[config.mk]
export PLATFORM = sky130hd
export DESIGN_NAME = dual_io_ports
export DESIGN_NICKNAME = d
export VERILOG_FILES = /design/src/dual_io_ports.v
export VERILOG_INCLUDE_DIRS = /design/src
export SDC_FILE = /design/constraint.sdc
export NUM_CORES = 1
export LEC_CHECK = 0
export BUFFER_PORTS_ARGS = -buffer_cell sky130_fd_sc_hd__buf_2
export CAP_MARGIN = 10
export CORE_UTILIZATION = 48
export CTS_CLUSTER_DIAMETER = 80
export DETAILED_ROUTE_END_ITERATION = 10
export HOLD_SLACK_MARGIN = 0.02
export PLACE_DENSITY = 0.82
export SLEW_MARGIN = 10
export SYNTH_ARGS = -nofsm -noshare
export SYNTH_HDL_FRONTEND = slang
export SYNTH_SLANG_ARGS = --single-unit
[constraint.sdc]
create_clock -name CLOCK -period 2 [get_ports CLOCK]
set_clock_uncertainty 0.2 [all_clocks]
set_input_delay 0.2 -clock CLOCK [delete_from_list [all_inputs] [get_ports CLOCK]]
set_output_delay 0.2 -clock CLOCK [all_outputs]
set_load 0.02 [all_outputs]
[src/gpio_defs.vh]
// Constants for the two 8-bit general-purpose I/O ports
// Overview of operation
// - Direction one floats the pin; zero drives the output latch onto it.
// - After reset first port pins 4..0 are analog and read as zero.
// - Port read returns pin levels; port write updates only the output latch.
// - Port writes are read-modify-write: pins sampled, bits changed, latch stored.
// - First port bit 5 is input only; its direction bit reads one.
// - First port pin 4 also feeds timer external clock and analog channel.
// - In RC mode first port pin 6 outputs clock divided by four.
// - Second port pull-ups switch on for input pins when option bit 7 is clear.
// - A second port pull-up is off whenever that pin is an output.
// - Second port pull-ups are disabled after reset.
// - Only input pins among second port bits 7..4 join change detection.
// - Inputs compared with copy from last access; mismatches OR into flag.
// - The port-change interrupt can wake the device from sleep.
// - Any read or write of second port data refreshes the comparison copy.
// - Flag keeps being set while mismatch persists; clear needs port access.
// - Second port bit 0 is external interrupt input, edge chosen by option bit 6.
// - An enabled peripheral overrides a second port pin direction.
// - Low-voltage programming is on by default and takes second port bit 3.
`ifndef GPIO_DEFS_VH
`define GPIO_DEFS_VH
`define IDX_PORT_A      8'h05
`define IDX_PORT_B      8'h06
`define IDX_INTERRUPT_CONTROL      8'h0B
`define IDX_OPTION      8'h81
`define IDX_TRIS_A      8'h85
`define IDX_TRIS_B      8'h86
`define IDX_CONV_CFG    8'h9F
`define IDX_SYS_CFG     8'hA0
`define RST_OPTION      8'hFF
`define RST_TRIS        8'hFF
`define RST_CONV_CFG    8'h00
`define RST_INTERRUPT_CONTROL      8'h00
`define RST_SYS_CFG     8'h01
`define BIT_PULLUP_N    7
`define BIT_EDGE_SEL    6
`define BIT_CHG_FLAG    0
`define BIT_EXT_FLAG    1
`define BIT_CHG_EN      3
`define BIT_LVP         0
`define BIT_RC_MODE     1
`define BIT_MASTER_CLEAR_IN_PIN    5
`define BIT_TMR_PIN     4
`define BIT_QUARTER_CLOCK_OUT_PIN    6
`define BIT_PGM_PIN     3
`define BIT_INT_PIN     0
`define ANALOG_MASK     8'h1F
`define CFG_ALL_DIG_A   4'h6
`define CFG_ALL_DIG_B   4'h7
`define RESP_OKAY       2'b00
`define RESP_SLVERR     2'b10
`endif

[src/dual_io_ports.v]
// Two 8-bit general-purpose I/O ports with AXI4-Lite register access
//
// Decided for this implementation: register access over AXI4-Lite.
`timescale 1ns/1ps
`include "gpio_defs.vh"
module dual_io_ports
(
  input  wire        CLOCK,
  input  wire        NRST,
  input  wire [11:0] AWADDR,
  input  wire        AWVALID,
  output reg         AWREADY,
  input  wire [31:0] WDATA,
  input  wire [3:0]  WSTRB,
  input  wire        WVALID,
  output reg         WREADY,
  output reg  [1:0]  BRESP,
  output reg         BVALID,
  input  wire        BREADY,
  input  wire [11:0] ARADDR,
  input  wire        ARVALID,
  output reg         ARREADY,
  output reg  [31:0] RDATA,
  output reg  [1:0]  RRESP,
  output reg         RVALID,
  input  wire        RREADY,
  input  wire [7:0]  PA_IN,
  output reg  [7:0]  PA_OUT,
  output reg  [7:0]  PA_OE,
  input  wire [7:0]  PB_IN,
  output reg  [7:0]  PB_OUT,
  output reg  [7:0]  PB_OE,
  output reg  [7:0]  PB_PULLUP,
  input  wire [7:0]  PERIPH_OVR_EN,
  input  wire [7:0]  PERIPH_OVR_IN,
  input  wire        SLEEP,
  output reg         WAKE,
  output reg         TIMER_EXT_CLOCK,
  output reg         ANALOG4_DIG,
  output reg         MASTER_CLEAR_IN
);

  // Byte address of a register index
  function hit;
    input [11:0] addr;
    input [7:0]  idx;
    begin
      hit = (addr == {2'b00, idx, 2'b00});
    end
  endfunction

  // Pins of the first port currently in analog mode
  function [7:0] analog_pins;
    input [3:0] pcfg;
    begin
      if (pcfg == `CFG_ALL_DIG_A || pcfg == `CFG_ALL_DIG_B)
        analog_pins = 8'h00;
      else
        analog_pins = `ANALOG_MASK;
    end
  endfunction

  reg  [7:0]  pa_s1_q;
  reg  [7:0]  pa_s2_q;
  reg  [7:0]  pb_s1_q;
  reg  [7:0]  pb_s2_q;
  reg  [7:0]  lat_a_q;
  reg  [7:0]  lat_b_q;
  reg  [7:0]  tris_a_q;
  reg  [7:0]  tris_b_q;
  reg  [7:0]  option_q;
  reg  [7:0]  conv_q;
  reg  [7:0]  interrupt_control_q;
  reg  [7:0]  interrupt_control_d;
  reg  [7:0]  sys_q;
  reg  [7:4]  snap_q;
  reg         int_prev_q;
  reg  [1:0]  div_q;
  reg  [11:0] aw_addr_q;
  reg         aw_held_q;
  reg  [31:0] w_data_q;
  reg  [3:0]  w_strb_q;
  reg         w_held_q;

  wire [7:0] ana_a;
  wire [7:0] rd_a;
  wire [7:0] dir_b;
  wire [7:0] rd_b;
  wire [7:0] tris_a_rd;
  wire       low_voltage_programming;
  wire       do_wr;
  wire       do_rd;
  wire [11:0] waddr;
  wire [7:0] wbyte;
  wire [3:0] mismatch;
  wire       edge_hit;
  wire       pb_access;
  reg  [7:0] rd_val;
  reg        rd_ok;
  reg        wr_ok;

  assign ana_a = analog_pins(conv_q[3:0]);
  assign low_voltage_programming = sys_q[`BIT_LVP];

  // Digital reads give pin levels, analog pins read zero
  assign rd_a = pa_s2_q & ~ana_a;
  assign tris_a_rd = tris_a_q | (8'h01 << `BIT_MASTER_CLEAR_IN_PIN);

  // Peripheral override, and the programming pin forced to input
  assign dir_b = ((tris_b_q & ~PERIPH_OVR_EN)
                 | (PERIPH_OVR_IN & PERIPH_OVR_EN)
                 | ({7'h00, low_voltage_programming} << `BIT_PGM_PIN));
  assign rd_b = pb_s2_q & ~({7'h00, low_voltage_programming} << `BIT_PGM_PIN);

  // Write proceeds once address and data are both held
  assign do_wr = aw_held_q && w_held_q && !BVALID;
  assign do_rd = ARVALID && ARREADY;
  assign waddr = aw_addr_q;

  // Unstrobed lane gives zero here; the latch write takes the sampled pin level instead
  assign wbyte = w_strb_q[0] ? w_data_q[7:0] : 8'h00;

  // Change detection on inputs among the upper four pins
  assign mismatch = (pb_s2_q[7:4] ^ snap_q) & dir_b[7:4];

  assign edge_hit = option_q[`BIT_EDGE_SEL]
                    ? (pb_s2_q[`BIT_INT_PIN] && !int_prev_q)
                    : (!pb_s2_q[`BIT_INT_PIN] && int_prev_q);

  assign pb_access = (do_wr && hit(waddr, `IDX_PORT_B))
                     || (do_rd && hit(ARADDR, `IDX_PORT_B));

  always @*
  begin
    rd_val = 8'h00;
    rd_ok = 1'b1;
    if (hit(ARADDR, `IDX_PORT_A))
      rd_val = rd_a;
    else if (hit(ARADDR, `IDX_PORT_B))
      rd_val = rd_b;
    else if (hit(ARADDR, `IDX_INTERRUPT_CONTROL))
      rd_val = interrupt_control_q;
    else if (hit(ARADDR, `IDX_OPTION))
      rd_val = option_q;
    else if (hit(ARADDR, `IDX_TRIS_A))
      rd_val = tris_a_rd;
    else if (hit(ARADDR, `IDX_TRIS_B))
      rd_val = tris_b_q;
    else if (hit(ARADDR, `IDX_CONV_CFG))
      rd_val = conv_q;
    else if (hit(ARADDR, `IDX_SYS_CFG))
      rd_val = sys_q;
    else
      rd_ok = 1'b0;
  end

  always @*
  begin
    wr_ok = hit(waddr, `IDX_PORT_A) || hit(waddr, `IDX_PORT_B)
            || hit(waddr, `IDX_INTERRUPT_CONTROL) || hit(waddr, `IDX_OPTION)
            || hit(waddr, `IDX_TRIS_A) || hit(waddr, `IDX_TRIS_B)
            || hit(waddr, `IDX_CONV_CFG) || hit(waddr, `IDX_SYS_CFG);
  end

  // Flags: hardware set wins over a software clear
  always @*
  begin
    interrupt_control_d = interrupt_control_q;
    if (do_wr && hit(waddr, `IDX_INTERRUPT_CONTROL) && w_strb_q[0])
      interrupt_control_d = w_data_q[7:0];
    if (|mismatch)
      interrupt_control_d[`BIT_CHG_FLAG] = 1'b1;
    if (edge_hit)
      interrupt_control_d[`BIT_EXT_FLAG] = 1'b1;
  end

  // Pin input synchronisers
  always @(posedge CLOCK)
  begin
    if (!NRST)
    begin
      pa_s1_q <= 8'h00;
      pa_s2_q <= 8'h00;
      pb_s1_q <= 8'h00;
      pb_s2_q <= 8'h00;
    end
    else
    begin
      pa_s1_q <= PA_IN;
      pa_s2_q <= pa_s1_q;
      pb_s1_q <= PB_IN;
      pb_s2_q <= pb_s1_q;
    end
  end

  // AXI4-Lite channel handshakes
  always @(posedge CLOCK)
  begin
    if (!NRST)
    begin
      AWREADY <= 1'b0;
      WREADY <= 1'b0;
      ARREADY <= 1'b0;
      BVALID <= 1'b0;
      BRESP <= `RESP_OKAY;
      RVALID <= 1'b0;
      RRESP <= `RESP_OKAY;
      RDATA <= 32'h0000_0000;
      aw_held_q <= 1'b0;
      w_held_q <= 1'b0;
      aw_addr_q <= 12'h000;
      w_data_q <= 32'h0000_0000;
      w_strb_q <= 4'h0;
    end
    else
    begin
      AWREADY <= !aw_held_q && !(AWVALID && AWREADY);
      WREADY <= !w_held_q && !(WVALID && WREADY);
      if (AWVALID && AWREADY)
      begin
        aw_held_q <= 1'b1;
        aw_addr_q <= AWADDR;
      end
      if (WVALID && WREADY)
      begin
        w_held_q <= 1'b1;
        w_data_q <= WDATA;
        w_strb_q <= WSTRB;
      end
      if (do_wr)
      begin
        BVALID <= 1'b1;
        BRESP <= wr_ok ? `RESP_OKAY : `RESP_SLVERR;
      end
      else if (BVALID && BREADY)
      begin
        BVALID <= 1'b0;
        aw_held_q <= 1'b0;
        w_held_q <= 1'b0;
      end
      ARREADY <= !RVALID && !do_rd;
      if (do_rd)
      begin
        RVALID <= 1'b1;
        RDATA <= {24'h00_0000, rd_val};
        RRESP <= rd_ok ? `RESP_OKAY : `RESP_SLVERR;
      end
      else if (RVALID && RREADY)
        RVALID <= 1'b0;
    end
  end

  // Register file and change-detection state
  always @(posedge CLOCK)
  begin
    if (!NRST)
    begin
      lat_a_q <= 8'h00;
      lat_b_q <= 8'h00;
      tris_a_q <= `RST_TRIS;
      tris_b_q <= `RST_TRIS;
      option_q <= `RST_OPTION;
      conv_q <= `RST_CONV_CFG;
      interrupt_control_q <= `RST_INTERRUPT_CONTROL;
      sys_q <= `RST_SYS_CFG;
      snap_q <= 4'h0;
      int_prev_q <= 1'b0;
      div_q <= 2'b00;
    end
    else
    begin
      interrupt_control_q <= interrupt_control_d;
      int_prev_q <= pb_s2_q[`BIT_INT_PIN];
      div_q <= div_q + 2'b01;
      if (pb_access)
        snap_q <= pb_s2_q[7:4];
      if (do_wr)
      begin
        if (hit(waddr, `IDX_PORT_A))
          lat_a_q <= w_strb_q[0] ? wbyte : rd_a;
        if (hit(waddr, `IDX_PORT_B))
          lat_b_q <= w_strb_q[0] ? wbyte : rd_b;
        if (w_strb_q[0])
        begin
          if (hit(waddr, `IDX_OPTION))
            option_q <= w_data_q[7:0];
          if (hit(waddr, `IDX_TRIS_A))
            tris_a_q <= w_data_q[7:0];
          if (hit(waddr, `IDX_TRIS_B))
            tris_b_q <= w_data_q[7:0];
          if (hit(waddr, `IDX_CONV_CFG))
            conv_q <= w_data_q[7:0];
          if (hit(waddr, `IDX_SYS_CFG))
            sys_q <= w_data_q[7:0];
        end
      end
    end
  end

  // Pin drivers and side outputs, all registered
  always @(posedge CLOCK)
  begin
    if (!NRST)
    begin
      PA_OUT <= 8'h00;
      PA_OE <= 8'h00;
      PB_OUT <= 8'h00;
      PB_OE <= 8'h00;
      PB_PULLUP <= 8'h00;
      WAKE <= 1'b0;
      TIMER_EXT_CLOCK <= 1'b0;
      ANALOG4_DIG <= 1'b0;
      MASTER_CLEAR_IN <= 1'b0;
    end
    else
    begin
      PA_OUT <= lat_a_q;
      PA_OE <= ~tris_a_rd;
      if (sys_q[`BIT_RC_MODE])
      begin
        PA_OUT[`BIT_QUARTER_CLOCK_OUT_PIN] <= div_q[1];
        PA_OE[`BIT_QUARTER_CLOCK_OUT_PIN] <= 1'b1;
      end
      PB_OUT <= lat_b_q;
      PB_OE <= ~dir_b;
      PB_PULLUP <= option_q[`BIT_PULLUP_N] ? 8'h00 : dir_b;
      WAKE <= SLEEP && interrupt_control_q[`BIT_CHG_EN]
              && interrupt_control_q[`BIT_CHG_FLAG];
      TIMER_EXT_CLOCK <= pa_s2_q[`BIT_TMR_PIN];
      ANALOG4_DIG <= pa_s2_q[`BIT_TMR_PIN] && ana_a[`BIT_TMR_PIN];
      MASTER_CLEAR_IN <= pa_s2_q[`BIT_MASTER_CLEAR_IN_PIN];
    end
  end

endmodule

# [Word level (Yosys, flattened, before mapping)]
# Cells that the tools add are included.
# Widths: inputs -> output; s select.
[totals] elab_cells=159 register_bits=187
[op_classes] mux=37 addsub=1 eq_ne=18 bitwise_logic=14 reduce_logical=50
[ops] op="$eq 12x10->1 const B" count=10
[ops] op="$mux 8" count=10
[ops] op="$eq 12x5->1 const B" count=4
[ops] op="$and 8x8->8" count=4
[ops] op="$not 8->8" count=4
[ops] op="$eq 12x6->1 const B" count=2
[ops] op="$mux 1" count=23
[ops] op="$logic_and 1x1->1" count=19
[ops] op="$reduce_and 3->1" count=5
[ops] op="$logic_not 1->1" count=9
[ops] op="$logic_or 1x1->1" count=9
[ops] op="$eq 4x3->1 const B" count=2
[ops] op="$not 4->8" count=1
[ops] op="$or 8x4->8" count=1
[ops] op="$or 8x8->8" count=1
[ops] op="$reduce_bool 2->1" count=4
[ops] op="$mux 2" count=3
[ops] op="$mux 5" count=1
[ops] op="$and 4x4->4" count=1
[ops] op="$reduce_and 2->1" count=2
[ops] op="$reduce_or 4->1" count=1
[ops] op="$xor 4x4->4" count=1
[ops] op="$add 2x1->2 const B" count=1
[ops] op="$reduce_or 2->1" count=1
[ops] op="$not 1->1" count=1

# [Logic depth before layout (Yosys ltp)]
# Gate-level depths: netlist (run 1).
[logic_depth] word_depth=10 mapped_depth=8 mapped_depth_nobuf=5

# [Least setup slack after synthesis (run 1)]
# OpenSTA, ideal clock, no wires.
[synth_path] path_type="register to register" startpoint="reg aw_addr_q[0]" endpoint="reg option_q[0]" path_stages_with_launch=6 arrival_time_ns=1.743 required_ns=1.671 setup_slack_ns=-0.072 n_path_buf=0 cell_sequence="dfxtp_1 -> or4_1 -> nor2_1 -> nand4_2 -> mux2i_1 -> nand2_1"
[synth_between] elab_chain_cells=2
[synth_lines] item="start, declared" line_no="dual_io_ports.v:79" source="reg [11:0] aw_addr_q;"
[synth_lines] item="start signal, assigned" line_no="dual_io_ports.v:211" source="aw_addr_q <= 12'h000;"
[synth_lines] item="start signal, assigned" line_no="dual_io_ports.v:222" source="aw_addr_q <= AWADDR;"
[synth_lines] item="$eq 12x10->1" line_no="dual_io_ports.v:48" source="hit = (addr == {2'b00, idx, 2'b00});"
[synth_lines] item="$reduce_and 3->1 (no source line)"
[synth_lines] item="end signal, assigned" line_no="dual_io_ports.v:262" source="option_q <= `RST_OPTION;"
[synth_lines] item="end signal, assigned" line_no="dual_io_ports.v:286" source="option_q <= w_data_q[7:0];"
[synth_lines] item="end, declared" line_no="dual_io_ports.v:71" source="reg [7:0] option_q;"
# No other way between the ends.
# A chain may end at the register's enable or synchronous reset.

# [Worst setup path after layout (run 1)]
[layout_path] startpoint="reg aw_addr_q[11]" endpoint="reg lat_b_q[0]"
[layout_between] elab_chain_cells=2
[layout_lines] item="$eq 12x5->1" line_no="dual_io_ports.v:48"
[layout_lines] item="$reduce_and 2->1 (no source line)"
[layout_lines] item="end signal, assigned" line_no="dual_io_ports.v:282" source="lat_b_q <= w_strb_q[0] ? wbyte : rd_b;"
[layout_lines] item="end, declared" line_no="dual_io_ports.v:68" source="reg [7:0] lat_b_q;"
# No other way between the ends.

==> flow_summary.yaml, run 1 <==
die:
  die_y_um: 126
  start_util: 0.500
  fp.coreArea_um2: 14800
  rows: 44
  ios: 185
  die_w_um: 126
  fp.dieArea_um2: 15900
critical_path:
  crit_path_max_fanout: 16
  critPathLaunchType: "flop"
  r2r_cells: 7
  worst_setup_path_end_kind: "flop"
  critical_path_required_ps: 2100
  r2r-start: "aw_addr_q[11]"
  worstReg2RegEnd: "lat_b_q[0]"
  critical_path_class: "flop to flop"
  rrSetupSlack_ps: -180
  arrival_ps: 2290
status:
  failed_checks: "setup timing"
  outcome: "finished with violations"
finish:
  nets: 1128
  drive_gt1_frac: 0.264
  synthToLayoutAreaGrowth_pct: 34.0
  largest_reg_flops: 12
  diodes: 0
  fillers: 1094
  final_cells: 1224
  top_register: "aw_addr_q"
timing:
  setup_violations: 18
  worst_pin_slew_ps: 734
  fmax_mhz: 458
  slew_violations: 0
  period_share: 1.09
  rsz0062_at_grt: "true"
  finalCriticalPeriod_ps: 2180
  slew-limit-headroom: 0.511
  hold_violations: 0
  fin_ws_ps: -183
grt:
  grt_overflow: 0
  antenna_found_initial: 0
  grt_pass1_vias: 6521
  grt.total_usage: 0.295
  grt_start_max_net_pins: 87
  grt_pass1_wl_um: 35500
cts:
  root_buffer: "clkbuf_16"
  cts_tree: "yes"
  clk_pin_slew_ps: 80
  numCtsBuffers: 17
  cts_max_level: 4
  clockBufferDepth: 2
  clk_latency_ps: 430
  cts_sinks: 183
synth:
  ys_seq_elements: 183
  postSynthCellCount: 787
  synth_edf_count: 0
  synthAdderAreaFrac: 0
  synth.mux.area_fraction: 0.104
  synth.distinct_cells: 66
  synth-simple-area-share: 0.231
  ys_seq_area_frac: 0.496
  ys.flop_type: "dfxtp_1"
  synth_compound_area_frac: 0.102
  ys_warn_count: 0
  synth-xor-area-share: 0.00593
  synthArstFlopShare: 0
  synth_top_family_by_area: "simple AND/OR/NAND/NOR gates"
  syn_area_um2: 7380
  synth.avg_cell_area_um2: 9.38
run:
  maxCapViolCount: 0
route:
  via_per_inst: 5.54
  wl_per_cell_um: 18.8
  ant_nets: 0
  vias: 6787
  first_iter_violations: 658
  drc: 0
  drt-total-wl_um: 23100
  firstDrtPassIters: 6
hold_path:
  min_path_cells: 3
  min_path_type: "input pin to flop"
  min-delay-start: "PERIPH_OVR_EN[5]"
  hold_end: "PB_OE[5]"
place:
  routabilityCongestion: 0.957
  dp.cells: 1136
  io_buffers: 130
  hpwl_um: 15200
pwr:
  peakVddDrop_uv: 616
  p_total_mw: 7.85
  p_leak_nw: 4.44
  powerDensity_nw_per_um2: 794
==> Yosys cell counts, types with 4 or more instances <==
master | number | area share
nor2_1 | 73 | 0.037
a211oi_1 | 6 | 0.0061
clkbuf_1 | 33 | 0.017
a221o_1 | 4 | 0.0054
nand4_1 | 4 | 0.0034
o21ai_0 | 18 | 0.012
inv_1 | 10 | 0.0051
nor2b_1 | 6 | 0.0051
a21oi_1 | 44 | 0.030
buf_4 | 28 | 0.028
or4b_2 | 4 | 0.0054
a311oi_1 | 5 | 0.0059
nand2_1 | 100 | 0.051
o2bb2ai_1 | 4 | 0.0047
buf_2 | 9 | 0.0061
mux2i_1 | 73 | 0.099
nor4_1 | 4 | 0.0034
and2_1 | 61 | 0.052
a221oi_1 | 5 | 0.0059
a22oi_1 | 4 | 0.0041
nor3_1 | 17 | 0.012
dfxtp_1 | 183 | 0.50
xnor2_1 | 5 | 0.0059
nand3_1 | 13 | 0.0088
nand2b_1 | 4 | 0.0034
==> area by class of cell <==
cell class	count	area (um^2)	share of cell area
Sequential cell	183	3660	0.370
Multi-Input combinational cell	545	3440	0.347
Timing Repair Buffer	270	1920	0.195
Clock buffer	20	457	0.0462
Tap cell	184	230	0.0233
Clock inverter	11	139	0.0140
Inverter	11	41.3	0.00417
==> metal layers <==
layer / vias to the layer above / GRT usage / wire length, um / part of all wire
met3: 81 / 0.0442 / 1630 / 0.071
met4: 0 / 0.135 / 784 / 0.034
met1: 3165 / 0.378 / 9710 / 0.42
met5: - / 0 / 0 / 0
li1: 3149 / - / - / -
met2: 392 / 0.493 / 10900 / 0.47
==> worst max path at each step <==
stage | startpoint | end | slack [ps] | cells past startpoint
after floorplan | BVALID | conv_q[7] | -30 | 6
after global placement | ARADDR[11] | RDATA[2] | -140 | 6
after CTS | BVALID | option_q[2] | -20 | 6
final | aw_addr_q[11] | lat_b_q[0] | -180 | 7
after global routing | aw_addr_q[11] | lat_b_q[0] | -250 | 7
after detailed placement | ARADDR[11] | RDATA[2] | -160 | 6
==> worst max-delay path: stages, from the launching register on <==
cell and delay [ps]:
dfxtp_1 340, or3_4 430, nor3_2 200, buf_4 170, and2_1 160, buf_12 150
nor2_1 60, a311oi_1 340
==> logic make-up after synthesis <==
group / Yosys count
compound gates: 115
xor+xnor: 5
buf+inv: 85
flops: 183
mux: 76
other cells: 1
simple gates: 322
==> power by group <==
| part | internal (mW) | total [mW] | switching, mW | leakage [nW] |
|---|---|---|---|---|
| Clock | 1.93 | 3.39 | 1.46 | 0.291 |
| Combinational | 0.299 | 0.665 | 0.366 | 2.66 |
| Sequential | 3.72 | 3.80 | 0.0784 | 1.49 |
==> cells in the final DEF (no fill, tap or decap), types with 4 or more instances in the layout <==
cell and n:
nand3_1 13, nor2b_1 5, a21oi_1 44, conb_1 27, dlygate4sd3_1 58, buf_4 74, a221oi_1 5, o2bb2ai_1 4
a211oi_1 6, a311oi_1 5, and2_1 60, a22oi_1 4, buf_12 5, or4b_2 4, clkbuf_16 17, nand2_1 100
nand4_1 4, mux2i_1 72, xnor2_1 5, nor4_1 4, o21ai_0 18, a221o_1 4, buf_2 130, nor2_1 72
nand2b_1 4, nor3_1 17, dfxtp_1 182, inv_1 10
==> metrics by stage <==
stage          setup slack [ps]  setup TNS (ps)  cell area [um^2]  hold WS (ps)   util
3_3_place_gp               -145           -2860              8680           207  0.588
2_1_floorplan             -33.7            -421              7510           127      -
6_report                   -183            -675              9890          42.1  0.670
4_1_cts                   -21.2           -83.0              9870          24.0  0.669
3_5_place_dp               -156           -4040              8680           210  0.588
5_1_grt                    -250           -4150              9890          39.3  0.670
==> timing repair <==
| action | in CTS | in global routing |
|---|---|---|
| hold buffers | 58 | 0 |
| endpoints found under the hold margin | 58 | 0 |
| setup endpoints to repair | 51 | 60 |
| pin swaps | 4 | 4 |
| buffers inserted | 0 | 0 |
| gates resized for setup | 10 | 5 |
No activity file was read; power rests on OpenSTA's default activity.
==> run 2: changes to the inputs <==
--- a/config.mk
+++ b/config.mk
@@ -6,6 +6,7 @@
 export SDC_FILE = /design/constraint.sdc
 export NUM_CORES = 1
 export LEC_CHECK = 0
+export ABC_AREA = 1
 export BUFFER_PORTS_ARGS = -buffer_cell sky130_fd_sc_hd__buf_2
 export CAP_MARGIN = 10
 export CORE_UTILIZATION = 48
==> run 2 against run 1 <==
Sequential share of layout area up 2.2 points. Register-to-register slack improved by 330 ps. The run ends with DRC left. Critical path depth increased by 3. Die area shrank 0.50%. Power down 2.6%.
==> flow_summary.yaml, run 2 <==
route:
  vias: 6668
  firstDrtPassIters: 11
  wl_per_cell_um: 13.9
  first_iter_violations: 526
  via_per_inst: 4.98
  drc: 10
  drt-total-wl_um: 18600
  ant_nets: 0
cts:
  clk_pin_slew_ps: 70
  numCtsBuffers: 17
  clk_latency_ps: 430
  root_buffer: "clkbuf_16"
  clockBufferDepth: 2
  cts_max_level: 4
  cts_sinks: 183
  cts_tree: "yes"
timing:
  hold_violations: 0
  rsz0062_at_grt: "false"
  fin_ws_ps: 121
  worst_pin_slew_ps: 621
  period_share: 0.940
  setup_violations: 0
  slew-limit-headroom: 0.585
  finalCriticalPeriod_ps: 1880
  fmax_mhz: 532
  setup_tns_ps: 0
  slew_violations: 0
synth:
  synthAdderAreaFrac: 0
  synth_edf_count: 0
  ys_top_cells_by_area: "dfxtp_1 50%, nand2_1 9.0%, inv_1 7.4%, a21oi_1 5.7%, o21ai_0 5.3%"
  synth.mux.area_fraction: 0.00136
  synth_top_area_cell: "dfxtp_1"
  synth.distinct_cells: 42
  synth-simple-area-share: 0.211
  syn_area_um2: 7340
  synthTopCellsByCount: "183 x dfxtp_1, 176 x nand2_1, 145 x inv_1"
  synth_top_family_by_area: "simple AND/OR/NAND/NOR gates"
  postSynthCellCount: 943
  ys_seq_elements: 183
  yosysTopAreaCellShare: 0.499
  synth_compound_area_frac: 0.150
  synth_most_common_cell: "dfxtp_1"
  synth.avg_cell_area_um2: 7.79
  synth-xor-area-share: 0.00596
  ys.flop_type: "dfxtp_1"
  ys_warn_count: 0
  synthArstFlopShare: 0
  ys_seq_area_frac: 0.499
die:
  fp.dieArea_um2: 15800
  ios: 185
  start_util: 0.498
  die_w_um: 126
  die_y_um: 126
  rows: 44
  fp.coreArea_um2: 14800
critical_path:
  cp_slowest_cell: "dlygate4sd3_1"
  worst_setup_path_end_kind: "flop"
  arrival_ps: 2010
  cp_cell_sequence: "dlygate4sd3_1 > nand2_1 > dlygate4sd3_1 > o21ai_1 > buf_4 > o22ai_1 > nor2_1 > o21ai_1 > o21ai_1 > inv_1"
  cp_slowest_stage_delay_ps: 550
  critPathLaunchType: "input pin"
  path_buf_inv: 4
  critical_path_required_ps: 2130
  cp_common_cell: "o21ai_1"
  crit_path_max_fanout: 3
  path_delay_family: "buffers and inverters"
  critical_path_class: "input pin to flop"
grt:
  grt.total_usage: 0.245
  grt_pass1_vias: 6472
  grt_overflow: 0
  grt_pass1_wl_um: 30400
  antenna_found_initial: 0
  grt_start_max_net_pins: 141
status:
  failed_checks: "DRC"
  outcome: "finished with violations"
finish:
  nets: 1241
  diodes: 0
  layout_common_cells: "183 x dfxtp_1, 176 x nand2_1, 145 x inv_1"
  fin_util: 0.633
  synthToLayoutAreaGrowth_pct: 27.2
  final_common_cell: "dfxtp_1"
  drive_gt1_frac: 0.199
  largest_reg_flops: 12
  top_register: "aw_addr_q"
pwr:
  swShare: 0.245
  p_leak_nw: 4.82
  share_clk_of_total_power: 0.422
  internal_power_mw: 5.78
  powerDensity_nw_per_um2: 819
  power.switching_mw: 1.88
  peakVddDrop_uv: 711
  seq_power_share: 0.496
  p_total_mw: 7.65
  p_comb_frac: 0.081
run:
  maxCapViolCount: 0
place:
  routabilityCongestion: 0.879
  dp_slack_ps: 89.0
  io_buffers: 130
  hpwl_um: 12500
hold_path:
  min_path_type: "input pin to flop"
-- run 2: changes by cell type after synthesis, moves of 12 or more --
cell,delta
inv_1,+135
nand2_1,+76
mux2i_1,-72
and2_1,-61
o21ai_0,+60
a21oi_1,+40
o211ai_1,+24
clkbuf_1,-12
nand3_1,+12
-- run 2: per-stage QoR --
step           hold WS [ps]  std cells  cell area [um^2]
2_1_floorplan          97.6        969              7440
3_3_place_gp            185       1250              8170
3_5_place_dp            183       1250              8170
4_1_cts                 135       1340              9330
5_1_grt                 102       1338              9340
6_report               26.9       1338              9340
-- run 2: layout make-up --
cell class | count | area [um^2]
clock buffers | 20 | 457
clock inverters | 12 | 119
fillers | 1264 | 5420
inverters | 155 | 592
multi-input cells | 571 | 2820
flip-flops and latches | 183 | 3660
well taps | 184 | 230
repair buffers | 213 | 1460
-- run 2: kinds of logic (layout without fill, tap and decap cells) --
| kind of cell | Yosys count | count (layout) |
|---|---|---|
| and+or+nand+nor | 337 | 337 |
| muxes | 1 | 1 |
| DFF | 183 | 183 |
| other | 1 | 27 |
| AOI/OAI and AO/OA | 201 | 201 |
| xor gates and xnor gates | 5 | 5 |
| buffers and inverters | 215 | 400 |
-- run 2: worst paths after layout --
check / from / end / slack, ps / depth (start not counted)
min reg2reg: pa_s1_q[4] / pa_s2_q[4] / 210 / 2
max reg2reg: aw_addr_q[0] / conv_q[3] / 150 / 9
min: PERIPH_OVR_IN[7] / PB_PULLUP[7] / 30 / 6
max: PERIPH_OVR_EN[4] / interrupt_control_q[0] / 120 / 10
-- run 2: power groups by stage --
stage / combinational, mW / sequential, mW / clock [mW]
6_report: 0.621 / 3.80 / 3.23
3_3_place_gp: 0.510 / 3.88 / 0
5_1_grt: 0.689 / 3.80 / 3.44
2_1_floorplan: 0.362 / 3.88 / 0
4_1_cts: 0.607 / 3.80 / 3.26
3_5_place_dp: 0.520 / 3.88 / 0
-- run 2: worst register-to-register path, delay by kind of cell, from the launching register on --
family	cells	cell delay, ps
DFF	1	320
buffers and inverters	3	410
and+or+nand+nor	4	620
AOI/OAI and AO/OA	2	230
-- run 2: what timing repair did --
| item | CTS | global route |
|---|---|---|
| endpoints found under the setup margin | 0 | 6 |
| setup buffers | 0 | 2 |
| hold endpoints to repair | 58 | 0 |
| gates resized for setup | 0 | 11 |
| hold buffers | 58 | 0 |
-- run 2: metal layers --
metal  wire (um)  part of all wire  track usage
met1        8000              0.43        0.302
met3        1260             0.068       0.0501
met2        8760              0.47        0.404
met4         557             0.030        0.128
met5           0                 0            0
